### src/rtl/aub_pkg.sv
package aub_pkg;
    // User data mode field encodings
    localparam logic [1:0] MODE_ZERO = 2'h0;
    localparam logic [1:0] MODE_BLOCK = 2'h1;
    localparam logic [1:0] MODE_RSVD = 2'h2;
    localparam logic [1:0] MODE_CONS = 2'h3;
    // Information unit geometry
    localparam int IU_BITS = 8;
    localparam int IU_PAYLOAD = 7;
    localparam int Q_POS = 6;
    // Filler: up to eight zeros inside a message, nine or more is a gap
    localparam int FILL_MAX = 8;
    localparam int GAP_LEN = 9;
    localparam int MSG_MIN = 3;
    localparam int MSG_MAX = 129;
    // Block buffering: 192 frames of user bits as 24 bytes
    localparam int BLK_BYTES = 24;
    localparam int FIFO_DEPTH = 256;
    localparam int Q_BITS = 96;
    // Message assembly states, Gray coded along the usual path
    typedef enum logic [1:0] {
        AUB_IDLE = 2'b00,
        AUB_UNIT = 2'b01,
        AUB_FILL = 2'b11,
        AUB_DONE = 2'b10
    } aub_rx_t;
endpackage

### src/rtl/aub_user_mgr.sv
`timescale 1ns/1ns
// How it works
// - Zero mode sends only zero user bits, ignoring buffer and input
// - Block mode passes blocks through three cascaded stores, host sees middle
// - Only block mode merges host written data into output
// - Each host word carries one byte in bits 15:8, low byte unused, no per-subframe blocks
// - MSB is earliest bit; first byte is earliest byte
// - Information unit is eight bits starting with a one
// - Up to eight zeros join units; nine or more end message
// - Q bits of received units collect into a readable register
// - A full message is buffered before transmission starts
// - Only unit payloads enter the FIFO; fillers are dropped
// - Output filler length equals shortest input filler seen
// - Long zero runs cause no writes, letting output drain
// - Empty FIFO sends zeros until a whole message arrives
// - Overwrite of unsent data resets whole FIFO synchronously
// - Overwrite raises a maskable interrupt pulse
module aub_user_mgr
    import aub_pkg::*;
#(
    parameter int DEPTH = FIFO_DEPTH
) (
    input wire logic I_REF_CLK,
    input wire logic I_RST,
    input wire logic [1:0] I_MODE,
    input wire logic I_OVW_IRQ_EN,
    input wire logic I_IN_BIT_VLD,
    input wire logic I_IN_BIT,
    input wire logic I_IN_BLK_START,
    input wire logic I_OUT_BIT_REQ,
    input wire logic I_OUT_BLK_START,
    input wire logic [4:0] I_HOST_ADDR,
    input wire logic I_HOST_WR,
    input wire logic [15:0] I_HOST_WDATA,
    output logic [15:0] O_HOST_RDATA,
    output logic O_OUT_BIT,
    output logic [Q_BITS-1:0] O_Q_CODE,
    output logic O_OVW_IRQ
);
    localparam int AW = $clog2(DEPTH);

    logic [1:0] mode_reg;
    logic clr;
    aub_rx_t rx_reg;
    logic [2:0] bit_cnt_reg;
    logic [IU_PAYLOAD-1:0] sh_reg;
    logic [3:0] zero_cnt_reg;
    logic [3:0] min_fill_reg;
    logic [7:0] msg_cnt_reg;
    logic [IU_PAYLOAD-1:0] mem [DEPTH];
    logic [AW-1:0] wr_reg;
    logic [AW-1:0] rd_reg;
    logic [AW:0] fill_reg;
    logic [AW:0] ready_reg;
    logic [AW:0] pend_reg;
    logic ovw;
    logic [3:0] tx_bit_reg;
    logic [3:0] tx_fill_reg;
    logic [IU_PAYLOAD-1:0] tx_sh_reg;
    logic tx_busy_reg;
    logic out_bit_reg;
    logic [Q_BITS-1:0] q_reg;
    logic irq_reg;
    logic [7:0] blk_rdata;
    logic blk_bit;
    logic in_vld;
    logic unit_done;
    logic msg_end;
    logic rd_en;

    // Mode latch; any change flushes consumer path
    always_ff @(posedge I_REF_CLK) begin
        if (I_RST) mode_reg <= MODE_ZERO;
        else mode_reg <= I_MODE;
    end
    assign clr = I_RST || (mode_reg != I_MODE) || ovw;

    assign in_vld = I_IN_BIT_VLD && (mode_reg == MODE_CONS);
    assign unit_done = in_vld && rx_reg == AUB_UNIT && bit_cnt_reg == 3'(IU_PAYLOAD - 1);
    assign msg_end = in_vld && rx_reg == AUB_FILL && !I_IN_BIT
        && zero_cnt_reg == 4'(GAP_LEN - 1);

    // Unit and message framing on the received bit stream
    always_ff @(posedge I_REF_CLK) begin
        if (clr) begin
            rx_reg <= AUB_IDLE;
            bit_cnt_reg <= 3'h0;
            zero_cnt_reg <= 4'h0;
            msg_cnt_reg <= 8'h00;
            min_fill_reg <= 4'(FILL_MAX);
        end else if (in_vld) begin
            case (rx_reg)
                AUB_IDLE, AUB_DONE: if (I_IN_BIT) begin
                    rx_reg <= AUB_UNIT;
                    bit_cnt_reg <= 3'h0;
                end
                AUB_UNIT: begin
                    sh_reg <= {sh_reg[IU_PAYLOAD-2:0], I_IN_BIT};
                    bit_cnt_reg <= bit_cnt_reg + 3'h1;
                    if (unit_done) begin
                        rx_reg <= AUB_FILL;
                        zero_cnt_reg <= 4'h0;
                        msg_cnt_reg <= msg_cnt_reg + 8'h01;
                    end
                end
                AUB_FILL: if (I_IN_BIT) begin
                    rx_reg <= AUB_UNIT;
                    bit_cnt_reg <= 3'h0;
                    if (zero_cnt_reg < min_fill_reg) min_fill_reg <= zero_cnt_reg;
                end else if (msg_end) begin
                    rx_reg <= AUB_DONE;
                    msg_cnt_reg <= 8'h00;
                end else begin
                    zero_cnt_reg <= zero_cnt_reg + 4'h1;
                end
                default: rx_reg <= AUB_IDLE;
            endcase
        end
    end

    // Q bit collector, first payload bit after start
    always_ff @(posedge I_REF_CLK) begin
        if (I_RST) q_reg <= '0;
        else if (in_vld && rx_reg == AUB_UNIT && bit_cnt_reg == 3'h0)
            q_reg <= {q_reg[Q_BITS-2:0], I_IN_BIT};
    end

    // FIFO write of unit payloads only; overwrite when full
    assign ovw = unit_done && fill_reg == (AW+1)'(DEPTH);
    always_ff @(posedge I_REF_CLK) begin
        if (clr) begin
            wr_reg <= '0;
        end else if (unit_done) begin
            mem[wr_reg] <= {sh_reg[IU_PAYLOAD-2:0], I_IN_BIT};
            wr_reg <= wr_reg + 1'b1;
        end else if (msg_end && msg_cnt_reg < 8'(MSG_MIN)) begin
            wr_reg <= wr_reg - pend_reg[AW-1:0];
        end
    end

    // Occupancy and count of units released as whole messages
    always_ff @(posedge I_REF_CLK) begin
        if (clr) begin
            fill_reg <= '0;
            pend_reg <= '0;
            ready_reg <= '0;
        end else begin
            if (msg_end) begin
                if (msg_cnt_reg >= 8'(MSG_MIN)) begin
                    ready_reg <= ready_reg + pend_reg - (AW+1)'(rd_en);
                    fill_reg <= fill_reg - (AW+1)'(rd_en);
                end else begin
                    // Short message is dropped from the FIFO
                    ready_reg <= ready_reg - (AW+1)'(rd_en);
                    fill_reg <= fill_reg - pend_reg - (AW+1)'(rd_en);
                end
                pend_reg <= '0;
            end else begin
                fill_reg <= fill_reg + (AW+1)'(unit_done) - (AW+1)'(rd_en);
                pend_reg <= pend_reg + (AW+1)'(unit_done);
                ready_reg <= ready_reg - (AW+1)'(rd_en);
            end
        end
    end

    // Transmit side: start bit, payload, then filler as long as the shortest input filler seen
    assign rd_en = I_OUT_BIT_REQ && !tx_busy_reg && ready_reg != '0;
    always_ff @(posedge I_REF_CLK) begin
        if (clr) begin
            rd_reg <= '0;
            tx_busy_reg <= 1'b0;
            tx_bit_reg <= 4'h0;
            tx_fill_reg <= 4'h0;
            tx_sh_reg <= '0;
        end else if (I_OUT_BIT_REQ) begin
            if (rd_en) begin
                tx_sh_reg <= mem[rd_reg];
                rd_reg <= rd_reg + 1'b1;
                tx_busy_reg <= 1'b1;
                tx_bit_reg <= 4'(IU_PAYLOAD);
                tx_fill_reg <= min_fill_reg;
            end else if (tx_bit_reg != 4'h0) begin
                tx_sh_reg <= {tx_sh_reg[IU_PAYLOAD-2:0], 1'b0};
                tx_bit_reg <= tx_bit_reg - 4'h1;
                if (tx_bit_reg == 4'h1 && tx_fill_reg == 4'h0) tx_busy_reg <= 1'b0;
            end else if (tx_fill_reg != 4'h0) begin
                // Free on the last filler bit so no extra zero is sent
                tx_fill_reg <= tx_fill_reg - 4'h1;
                if (tx_fill_reg == 4'h1) tx_busy_reg <= 1'b0;
            end else begin
                tx_busy_reg <= 1'b0;
            end
        end
    end

    // Output bit select per mode
    always_ff @(posedge I_REF_CLK) begin
        if (I_RST) begin
            out_bit_reg <= 1'b0;
        end else if (I_OUT_BIT_REQ) begin
            case (mode_reg)
                MODE_BLOCK: out_bit_reg <= blk_bit;
                MODE_CONS: out_bit_reg <= rd_en ? 1'b1
                    : (tx_bit_reg != 4'h0) && tx_sh_reg[IU_PAYLOAD-1];
                default: out_bit_reg <= 1'b0;
            endcase
        end
    end

    // Overwrite interrupt pulse
    always_ff @(posedge I_REF_CLK) begin
        if (I_RST) irq_reg <= 1'b0;
        else irq_reg <= ovw && I_OVW_IRQ_EN;
    end

    // Host word carries one byte in bits 15:8; low byte ignored on write, reads as zero
    aub_blkbuf u_blk (
        .i_clk(I_REF_CLK),
        .i_rst(I_RST),
        .i_in_bit_vld(I_IN_BIT_VLD),
        .i_in_bit(I_IN_BIT),
        .i_in_blk_start(I_IN_BLK_START),
        .i_out_bit_req(I_OUT_BIT_REQ),
        .i_out_blk_start(I_OUT_BLK_START),
        .i_host_addr(I_HOST_ADDR),
        .i_host_wr(I_HOST_WR && mode_reg == MODE_BLOCK),
        .i_host_wdata(I_HOST_WDATA[15:8]),
        .o_host_rdata(blk_rdata),
        .o_out_bit(blk_bit)
    );

    always_ff @(posedge I_REF_CLK) begin
        if (I_RST) O_HOST_RDATA <= 16'h0000;
        else O_HOST_RDATA <= {blk_rdata, 8'h00};
    end

    assign O_OUT_BIT = out_bit_reg;
    assign O_Q_CODE = q_reg;
    assign O_OVW_IRQ = irq_reg;

    chk_zero_mode_out: assert property (@(posedge I_REF_CLK) disable iff (I_RST)
        mode_reg == MODE_ZERO && I_OUT_BIT_REQ |=> !O_OUT_BIT)
        else $error("zero mode sent a one");
    chk_ovw_clears_fifo: assert property (@(posedge I_REF_CLK) disable iff (I_RST)
        ovw |=> fill_reg == '0 && ready_reg == '0)
        else $error("fifo not reset after overwrite");
    chk_ovw_irq_pulse: assert property (@(posedge I_REF_CLK) disable iff (I_RST)
        ovw && I_OVW_IRQ_EN |=> O_OVW_IRQ)
        else $error("overwrite interrupt missing");
    chk_read_needs_msg: assert property (@(posedge I_REF_CLK) disable iff (I_RST)
        rd_en |-> ready_reg != '0 && fill_reg != '0)
        else $error("read without whole message");
    chk_empty_sends_zero: assert property (@(posedge I_REF_CLK) disable iff (I_RST)
        mode_reg == MODE_CONS && I_OUT_BIT_REQ && ready_reg == '0 && !tx_busy_reg
        |=> !O_OUT_BIT)
        else $error("empty fifo sent a one");
    chk_mode_change_clr: assert property (@(posedge I_REF_CLK) disable iff (I_RST)
        mode_reg != I_MODE |=> fill_reg == '0 && rx_reg == AUB_IDLE)
        else $error("mode change left state");
    chk_fill_bounded: assert property (@(posedge I_REF_CLK) disable iff (I_RST)
        fill_reg <= (AW+1)'(DEPTH) && ready_reg <= fill_reg)
        else $error("fifo count out of range");
    chk_zero_no_write: assert property (@(posedge I_REF_CLK) disable iff (I_RST)
        in_vld && !I_IN_BIT && rx_reg != AUB_UNIT && !msg_end && !clr
        |=> $stable(wr_reg))
        else $error("filler written to fifo");
    cov_msg_end: cover property (@(posedge I_REF_CLK) msg_end && msg_cnt_reg >= 8'(MSG_MIN));
    cov_ovw: cover property (@(posedge I_REF_CLK) ovw);
    cov_tx_start: cover property (@(posedge I_REF_CLK) rd_en);
endmodule

### src/rtl/aub_blkbuf.sv
`timescale 1ns/1ns
// Three cascaded block stores; middle one faces the host byte port
module aub_blkbuf
    import aub_pkg::*;
#(
    parameter int NBYTES = BLK_BYTES
) (
    input wire logic i_clk,
    input wire logic i_rst,
    input wire logic i_in_bit_vld,
    input wire logic i_in_bit,
    input wire logic i_in_blk_start,
    input wire logic i_out_bit_req,
    input wire logic i_out_blk_start,
    input wire logic [4:0] i_host_addr,
    input wire logic i_host_wr,
    input wire logic [7:0] i_host_wdata,
    output logic [7:0] o_host_rdata,
    output logic o_out_bit
);
    logic [7:0] in_mem [NBYTES];
    logic [7:0] mid_mem [NBYTES];
    logic [7:0] out_mem [NBYTES];
    logic [7:0] in_ptr_reg;
    logic [7:0] out_ptr_reg;
    logic [7:0] in_idx;

    // Block start bit always lands at bit 0 of the new block
    assign in_idx = i_in_blk_start ? 8'h00 : in_ptr_reg;

    // Receive store, MSB of each byte is earliest bit
    always_ff @(posedge i_clk) begin
        if (i_rst) begin
            in_ptr_reg <= 8'h00;
        end else if (i_in_bit_vld) begin
            in_mem[in_idx[7:3]][3'h7 - in_idx[2:0]] <= i_in_bit;
            in_ptr_reg <= i_in_blk_start ? 8'h01 : in_ptr_reg + 8'h01;
        end
    end

    // Middle store loads whole blocks, host writes win per byte
    always_ff @(posedge i_clk) begin
        for (int i = 0; i < NBYTES; i++) begin
            if (i_host_wr && i_host_addr == 5'(i)) begin
                mid_mem[i] <= i_host_wdata;
            end else if (i_in_bit_vld && i_in_blk_start) begin
                mid_mem[i] <= in_mem[i];
            end
        end
    end

    // Transmit store loads from middle at output block start
    always_ff @(posedge i_clk) begin
        if (i_rst) begin
            out_ptr_reg <= 8'h00;
        end else if (i_out_bit_req) begin
            if (i_out_blk_start) begin
                for (int i = 0; i < NBYTES; i++) out_mem[i] <= mid_mem[i];
                out_ptr_reg <= 8'h01;
            end else begin
                out_ptr_reg <= out_ptr_reg + 8'h01;
            end
        end
    end

    // Bit for this request; the parent registers it, so no extra lag
    assign o_out_bit = i_out_blk_start ? mid_mem[0][7]
        : out_mem[out_ptr_reg[7:3]][3'h7 - out_ptr_reg[2:0]];
    assign o_host_rdata = mid_mem[i_host_addr];
endmodule

### config.mk
export PLATFORM = sky130hd
export DESIGN_NAME = aub_user_mgr
export DESIGN_NICKNAME = d
export VERILOG_FILES = /design/src/rtl/aub_pkg.sv /design/src/rtl/aub_user_mgr.sv /design/src/rtl/aub_blkbuf.sv
export SDC_FILE = /design/constraint.sdc
export NUM_CORES = 2
export LEC_CHECK = 0
export BUFFER_PORTS_ARGS = -buffer_cell sky130_fd_sc_hd__buf_2
export CAP_MARGIN = 20
export CORE_MARGIN = 5
export CORE_UTILIZATION = 50
export DETAILED_ROUTE_END_ITERATION = 12
export HOLD_SLACK_MARGIN = 0.1
export PLACE_DENSITY_LB_ADDON = 0.25
export SETUP_SLACK_MARGIN = 0.5
export SYNTH_ARGS = -nofsm -noshare
export SYNTH_HDL_FRONTEND = slang
export SYNTH_SLANG_ARGS = --single-unit
### constraint.sdc
create_clock -name I_REF_CLK -period 23.1 [get_ports I_REF_CLK]
set_clock_uncertainty 0.1 [all_clocks]
set_input_delay 1.155 -clock I_REF_CLK [delete_from_list [all_inputs] [get_ports I_REF_CLK]]
set_output_delay 1.155 -clock I_REF_CLK [all_outputs]
set_load 0.02 [all_outputs]
== Yosys cells after proc, flatten, opt, wreduce, memory -nomap -nowiden ==
Memory sizes are Yosys's and may differ from the RTL's. A register that Yosys moved wholly into a read port is not among the register bits.
Index checks and enable logic that the tools add are counted.
Word-level totals
  bits in registers: 210
  bits in latches: 0
  RAM bits: 2368
  ROM bits: 0
  input port bits: 32
  output and inout port bits: 114
  word-level logic and storage cells: 369
  memories: 4
Memories
  mem: words 256, width 7, rd ports 1, clocked after memory_dff 1, write ports 1, line aub_user_mgr.sv:50  | logic [IU_PAYLOAD-1:0] mem [DEPTH];
  u_blk.in_mem: words 24, width 8, rd ports 24, clocked after memory_dff 0, write ports 1, line aub_blkbuf.sv:21  | logic [7:0] in_mem [NBYTES];
  u_blk.mid_mem: words 24, width 8, rd ports 25, clocked after memory_dff 1, write ports 24, line aub_blkbuf.sv:22  | logic [7:0] mid_mem [NBYTES];
  u_blk.out_mem: words 24, width 8, rd ports 1, clocked after memory_dff 1, write ports 24, line aub_blkbuf.sv:23  | logic [7:0] out_mem [NBYTES];
Operators by class
  add/subtract/negate cells: 21
  multipliers: 0
  div/mod/pow operators: 0
  order comparisons: 6
  equal/unequal tests: 44
  shift-type cells: 0
  mux-type cells: 178
  bitwise logic cells: 25
  reductions and logical operators: 69
Operators by type and width (number)
  $mux W8: 35
  $mux W1: 115
  $sub A9 B1 Y9: 5
  $logic_and A1 B1 Y1: 41
  $add A8 B1 Y8 const B: 5
  $eq A5 B4 Y1 const B: 8
  $eq A5 B5 Y1 const B: 8
  $mux W9: 4
  $mux W4: 8
  $or A1 B1 Y1: 24
  $eq A5 B3 Y1 const B: 4
  $add A9 B1 Y9: 2
  $pmux W8 S2: 1
  $mux W7: 2
  $ne A2 B2 Y1 const B: 6
  $eq A5 B2 Y1 const B: 2
  $mux W5: 2
  $reduce_and A5 Y1: 2
  $add A9 B9 Y9: 1
  $eq A9 B9 Y1 const B: 1
  $reduce_and A3 Y1: 3
  $reduce_bool A9 Y1: 1
  $sub A9 B9 Y9: 1
  $eq A4 B1 Y1 const B: 2
  41 further kinds: 60

== Depth between registers and ports, before layout ==
  depth in word-level cells: 8
  depth in mapped cells: 18

== Hierarchy ==
A second synthesis with hierarchy kept.
Second synthesis, totals
  cells, all modules: 6023
  area total of the unflattened synthesis: 104601.6 µm²
Modules (own cells, without submodules)
  aub_user_mgr: instances 1, cells each 4541, area an instance 79640.1 µm², seq. area each 57915.5 µm²
  aub_blkbuf: instances 1, cells each 1482, area an instance 24961.4 µm², seq. area each 17717.0 µm²

== Worst setup path before layout ==
Ideal clock, no wire load.
  path type: input to register
  start: in I_RST
  end: mem u_blk.out_mem[0][0] (enable)
  arrival: 9718 ps
  slack: 12535 ps
  stages: 4
  buffers on the path: 3
  cells stage by stage: clkbuf_1 clkbuf_1 clkbuf_1 nor2_1
RTL lines
  start, declared: line aub_user_mgr.sv:24  | input wire logic I_RST,
  end, declared: line aub_blkbuf.sv:23

==> impl_metrics.csv <==
group,metric,value,unit
run_status,status,"finished, final reports clean",
yosys,dominantRegCellSynth,"sky130_fd_sc_hd__edfxtp_1",
timing,worstMarginPinSlew,1210,ps
clock_network,tritoncts_num_sinks,2591,
grt,global_route_wire_length_before_repair,375000,um
layout,layout.cells.most_common_list,"sky130_fd_sc_hd__edfxtp_1 (2374), sky130_fd_sc_hd__nor2_1 (600), sky130_fd_sc_hd__mux4_2 (505)",
clock_network,worstSkewPairLatency,900,ps
layout,area_growth_syn_to_layout,11.9,%
yosys,synth_mux_area_share,14.6,%
timing,finalCritPeriodShare,27.1,%
placement,port_buffers,129,
pwr,vdd_ir_drop_max,0.0755,mV
route,drc,0,
setup_path,r2r-end,"tx_sh_reg[3]",
route,drt.antenna.violating_nets,0,
route,detail_route.wirelength.met1,98900,um
setup_path,crit_arrival,6910,ps
yosys,adder_cell_share_of_the_synthesized_area,1.02,%
timing,min_period,6250,ps
clock_network,cts_max_path_buffers,4,
timing,slew_headroom,18.2,%
min_path,worstHoldPathType,"reg2reg",
grt,pin_count_of_the_biggest_net_entering_global_routing,202,
yosys,synth_xor_area_share,0.750,%
yosys,synth-warning-count,0,
route,drt_pre_antenna_iters,6,
die,row_count,167,
yosys,netlist_instances,5934,
setup_path,cp-endpoint,"tx_sh_reg[3]",
die,height_of_the_chip,466,um
route,met3_length,20500,um
route,met2RoutedLength,126000,um
yosys,synthesis.area,104000,sq um
setup_path,crit_path_top_delay_cell,"sky130_fd_sc_hd__o41ai_1",
yosys,synth-compound-area-share,3.71,%
grt,grtUsageTotal,23.5,%
layout,registers.top_by_ff_count,"mem",
setup_path,reg2regPathDepth,11,
yosys,syn_avg_cell_area,17.5,sq um
setup_path,cpPeakStageDelay,860,ps
min_path,whs_path_depth,0,
setup_path,crit_fanout,92,
timing,fmax,160,MHz
clock_network,postCtsSetupRepairBufs,0,
yosys,main_combinational_cell_family_by_area_after_synthesis,"multiplexers",
setup_path,critPathRequiredTime,23750,ps
timing,grt_setup_unrepaired,"false",
placement,dp_worst_setup_slack,16700,ps
timing,timing.setup.tns,0,ps
route,topRoutingLayerUsed,"met4",
setup_path,worstPathCellList,"buf_12, buf_12, buf_4, buf_4, mux4_2, a22oi_1, nand2_1, nand2_1, o21ai_0, o41ai_1, a221oi_1",
die,die_area,217000,sq um
clock_network,cts.hold.buffers_added,0,
yosys,yosys.area_share.simple,5.19,%
placement,post-dp-hpwl,154000,um
clock_network,root_buffer_master,"sky130_fd_sc_hd__clkbuf_16",
route,vias,55589,
route,finalWirelength,256000,um
yosys,async_reset_ff_share,0,%
job,max_cap_viol_count,0,
layout,largest_register_ffs,1792,
route,drt-vias-per-instance,6.09,
timing,final_critical_path_setup_slack,16850,ps
yosys,synth_edf_count,2374,
layout,final_common_cell,"sky130_fd_sc_hd__edfxtp_1",
die,fp.coreArea,207000,sq um
clock_network,post_cts_resize_count,0,
setup_path,setup.reg_to_reg.worst_slack,16850,ps
timing,timing.final.setup_violations,0,
setup_path,critical_path_start_end_classification,"reg2reg",
route,wl_per_cell,28.1,um
grt,grt.overflow.total,0,
pwr,power_leakage,36.0,nW
timing,min_hold_slack,328,ps
clock_network,tritoncts,"yes",
clock_network,cts_max_level,5,
yosys,synth.ff_latch_count,2591,
grt,first_global_vias,55327,
die,die_w,466,um
pwr,power.density_cell_area,81.7,nW/um^2
yosys,synth_sequential_area_ratio,72.7,%
setup_path,worstSetupEndpointType,"flip-flop",
die,floorplan.initialDensity,50.2,%
layout,nets,6257,
die,io-pin-count,146,
timing,final_number_of_hold_violating_endpoints,0,
route,drt-initial-drc-count,6251,
grt,antenna_violations_before_repair,9,
setup_path,timing.critical_path.from_type,"flip-flop",
placement,place.gp.congestion,0.844,
clock_network,numCtsBuffers,281,
layout,post_route_cells_drive_above_1_share,21.6,%
clock_network,clock_pin_transition_on_the_worst_setup_and_hold_timing_paths,60,ps
timing,finalMaxSlewViolations,0,
yosys,synth_cell_types,72,
cell usage after synthesis, types with 10 or more instances:
master | number | area [sq um]
sky130_fd_sc_hd__dfxtp_1 | 217 | 4340
sky130_fd_sc_hd__nor2b_1 | 35 | 219
sky130_fd_sc_hd__a211oi_1 | 38 | 285
sky130_fd_sc_hd__and3_1 | 18 | 113
sky130_fd_sc_hd__nor3_1 | 49 | 245
sky130_fd_sc_hd__clkbuf_1 | 205 | 769
sky130_fd_sc_hd__buf_6 | 18 | 203
sky130_fd_sc_hd__a2111oi_0 | 14 | 123
sky130_fd_sc_hd__o22ai_1 | 33 | 206
sky130_fd_sc_hd__o21a_1 | 10 | 75.1
sky130_fd_sc_hd__a22oi_1 | 123 | 923
sky130_fd_sc_hd__nor2_1 | 604 | 2270
sky130_fd_sc_hd__nand2b_1 | 16 | 100
sky130_fd_sc_hd__buf_1 | 26 | 97.6
sky130_fd_sc_hd__nand4_1 | 23 | 144
sky130_fd_sc_hd__a21oi_1 | 195 | 976
sky130_fd_sc_hd__edfxtp_1 | 2374 | 71300
sky130_fd_sc_hd__nor4_1 | 10 | 62.6
sky130_fd_sc_hd__a31oi_1 | 25 | 156
sky130_fd_sc_hd__mux2_2 | 199 | 2240
sky130_fd_sc_hd__buf_2 | 49 | 245
sky130_fd_sc_hd__xor2_1 | 37 | 324
sky130_fd_sc_hd__a221oi_1 | 19 | 166
sky130_fd_sc_hd__nand3_1 | 83 | 415
sky130_fd_sc_hd__inv_1 | 89 | 334
sky130_fd_sc_hd__o21ai_0 | 52 | 260
sky130_fd_sc_hd__mux4_2 | 505 | 11400
sky130_fd_sc_hd__buf_4 | 41 | 308
sky130_fd_sc_hd__ha_1 | 77 | 963
sky130_fd_sc_hd__xnor2_1 | 52 | 455
sky130_fd_sc_hd__nand2_1 | 391 | 1470
sky130_fd_sc_hd__mux2i_1 | 161 | 1610
sky130_fd_sc_hd__o211ai_1 | 13 | 97.6
how the worst min path moves through the flow:
| stage | start | endpoint | slack (ps) |
|---|---|---|---|
| 2_1_floorplan | u_blk.mid_mem[10][0] | u_blk.out_mem[10][0] | 320 |
| 3_3_place_gp | u_blk.mid_mem[6][1] | u_blk.out_mem[6][1] | 330 |
| 3_5_place_dp | u_blk.mid_mem[6][4] | u_blk.out_mem[6][4] | 330 |
| 4_1_cts | I_MODE[1] | mode_reg[1] | 330 |
| 5_1_grt | u_blk.mid_mem[18][2] | u_blk.out_mem[18][2] | 340 |
| 6_report | u_blk.mid_mem[22][1] | u_blk.out_mem[22][1] | 330 |
metrics by stage:
step	power [W]	util [%]	instances	area, sq um
floorplan	0.00529	-	5941	104000
CTS	0.00957	56.1	9106	116000
global placement	0.00535	51.9	8631	108000
global route	0.00978	56.2	9119	116000
finish	0.00951	56.2	9124	116000
detailed placement	0.00536	52.0	8636	108000
cells by family (layout without fill, tap and decap cells):
| group | count (synthesis) | in the layout |
|---|---|---|
| buf+inv | 435 | 824 |
| fa+ha+maj | 82 | 82 |
| mux | 865 | 865 |
| flops | 2591 | 2591 |
| compound gates | 593 | 593 |
| xor+xnor | 89 | 89 |
| other cells | 1 | 14 |
| simple gates | 1278 | 1278 |
layer usage:
layer | vias up | GRT usage (%)
met1 | 28806 | 31.6
met4 | 0 | 9.46
met2 | 2452 | 38.3
met5 | - | 0
met3 | 558 | 4.20
li1 | 23773 | -
where the power goes:
part / leakage [nW] / internal [W] / switching, W
sequential: 23.2 / 0.00510 / 0.0000125
combinational: 8.60 / 0.0000522 / 0.0000951
clock: 4.20 / 0.00249 / 0.00176
area by class of cell:
cell class | count | area [sq um]
inverters | 94 | 353
flip-flops and latches | 2591 | 75700
multi-input cells | 2915 | 26400
repair buffers | 260 | 1800
clock buffers | 353 | 7600
fillers | 15713 | 90800
diodes | 6 | 15.0
well taps | 2788 | 3490
clock inverters | 117 | 958
critical path: cells and delay by family (launching register included):
kind                   cells  cell delay, ps
AOI/OAI and AO/OA          4            1570
DFF                        1             790
muxes                      1             610
buffers and inverters      4            2560
and+or+nand+nor            2             230
(Power assumes the default switching activity.)
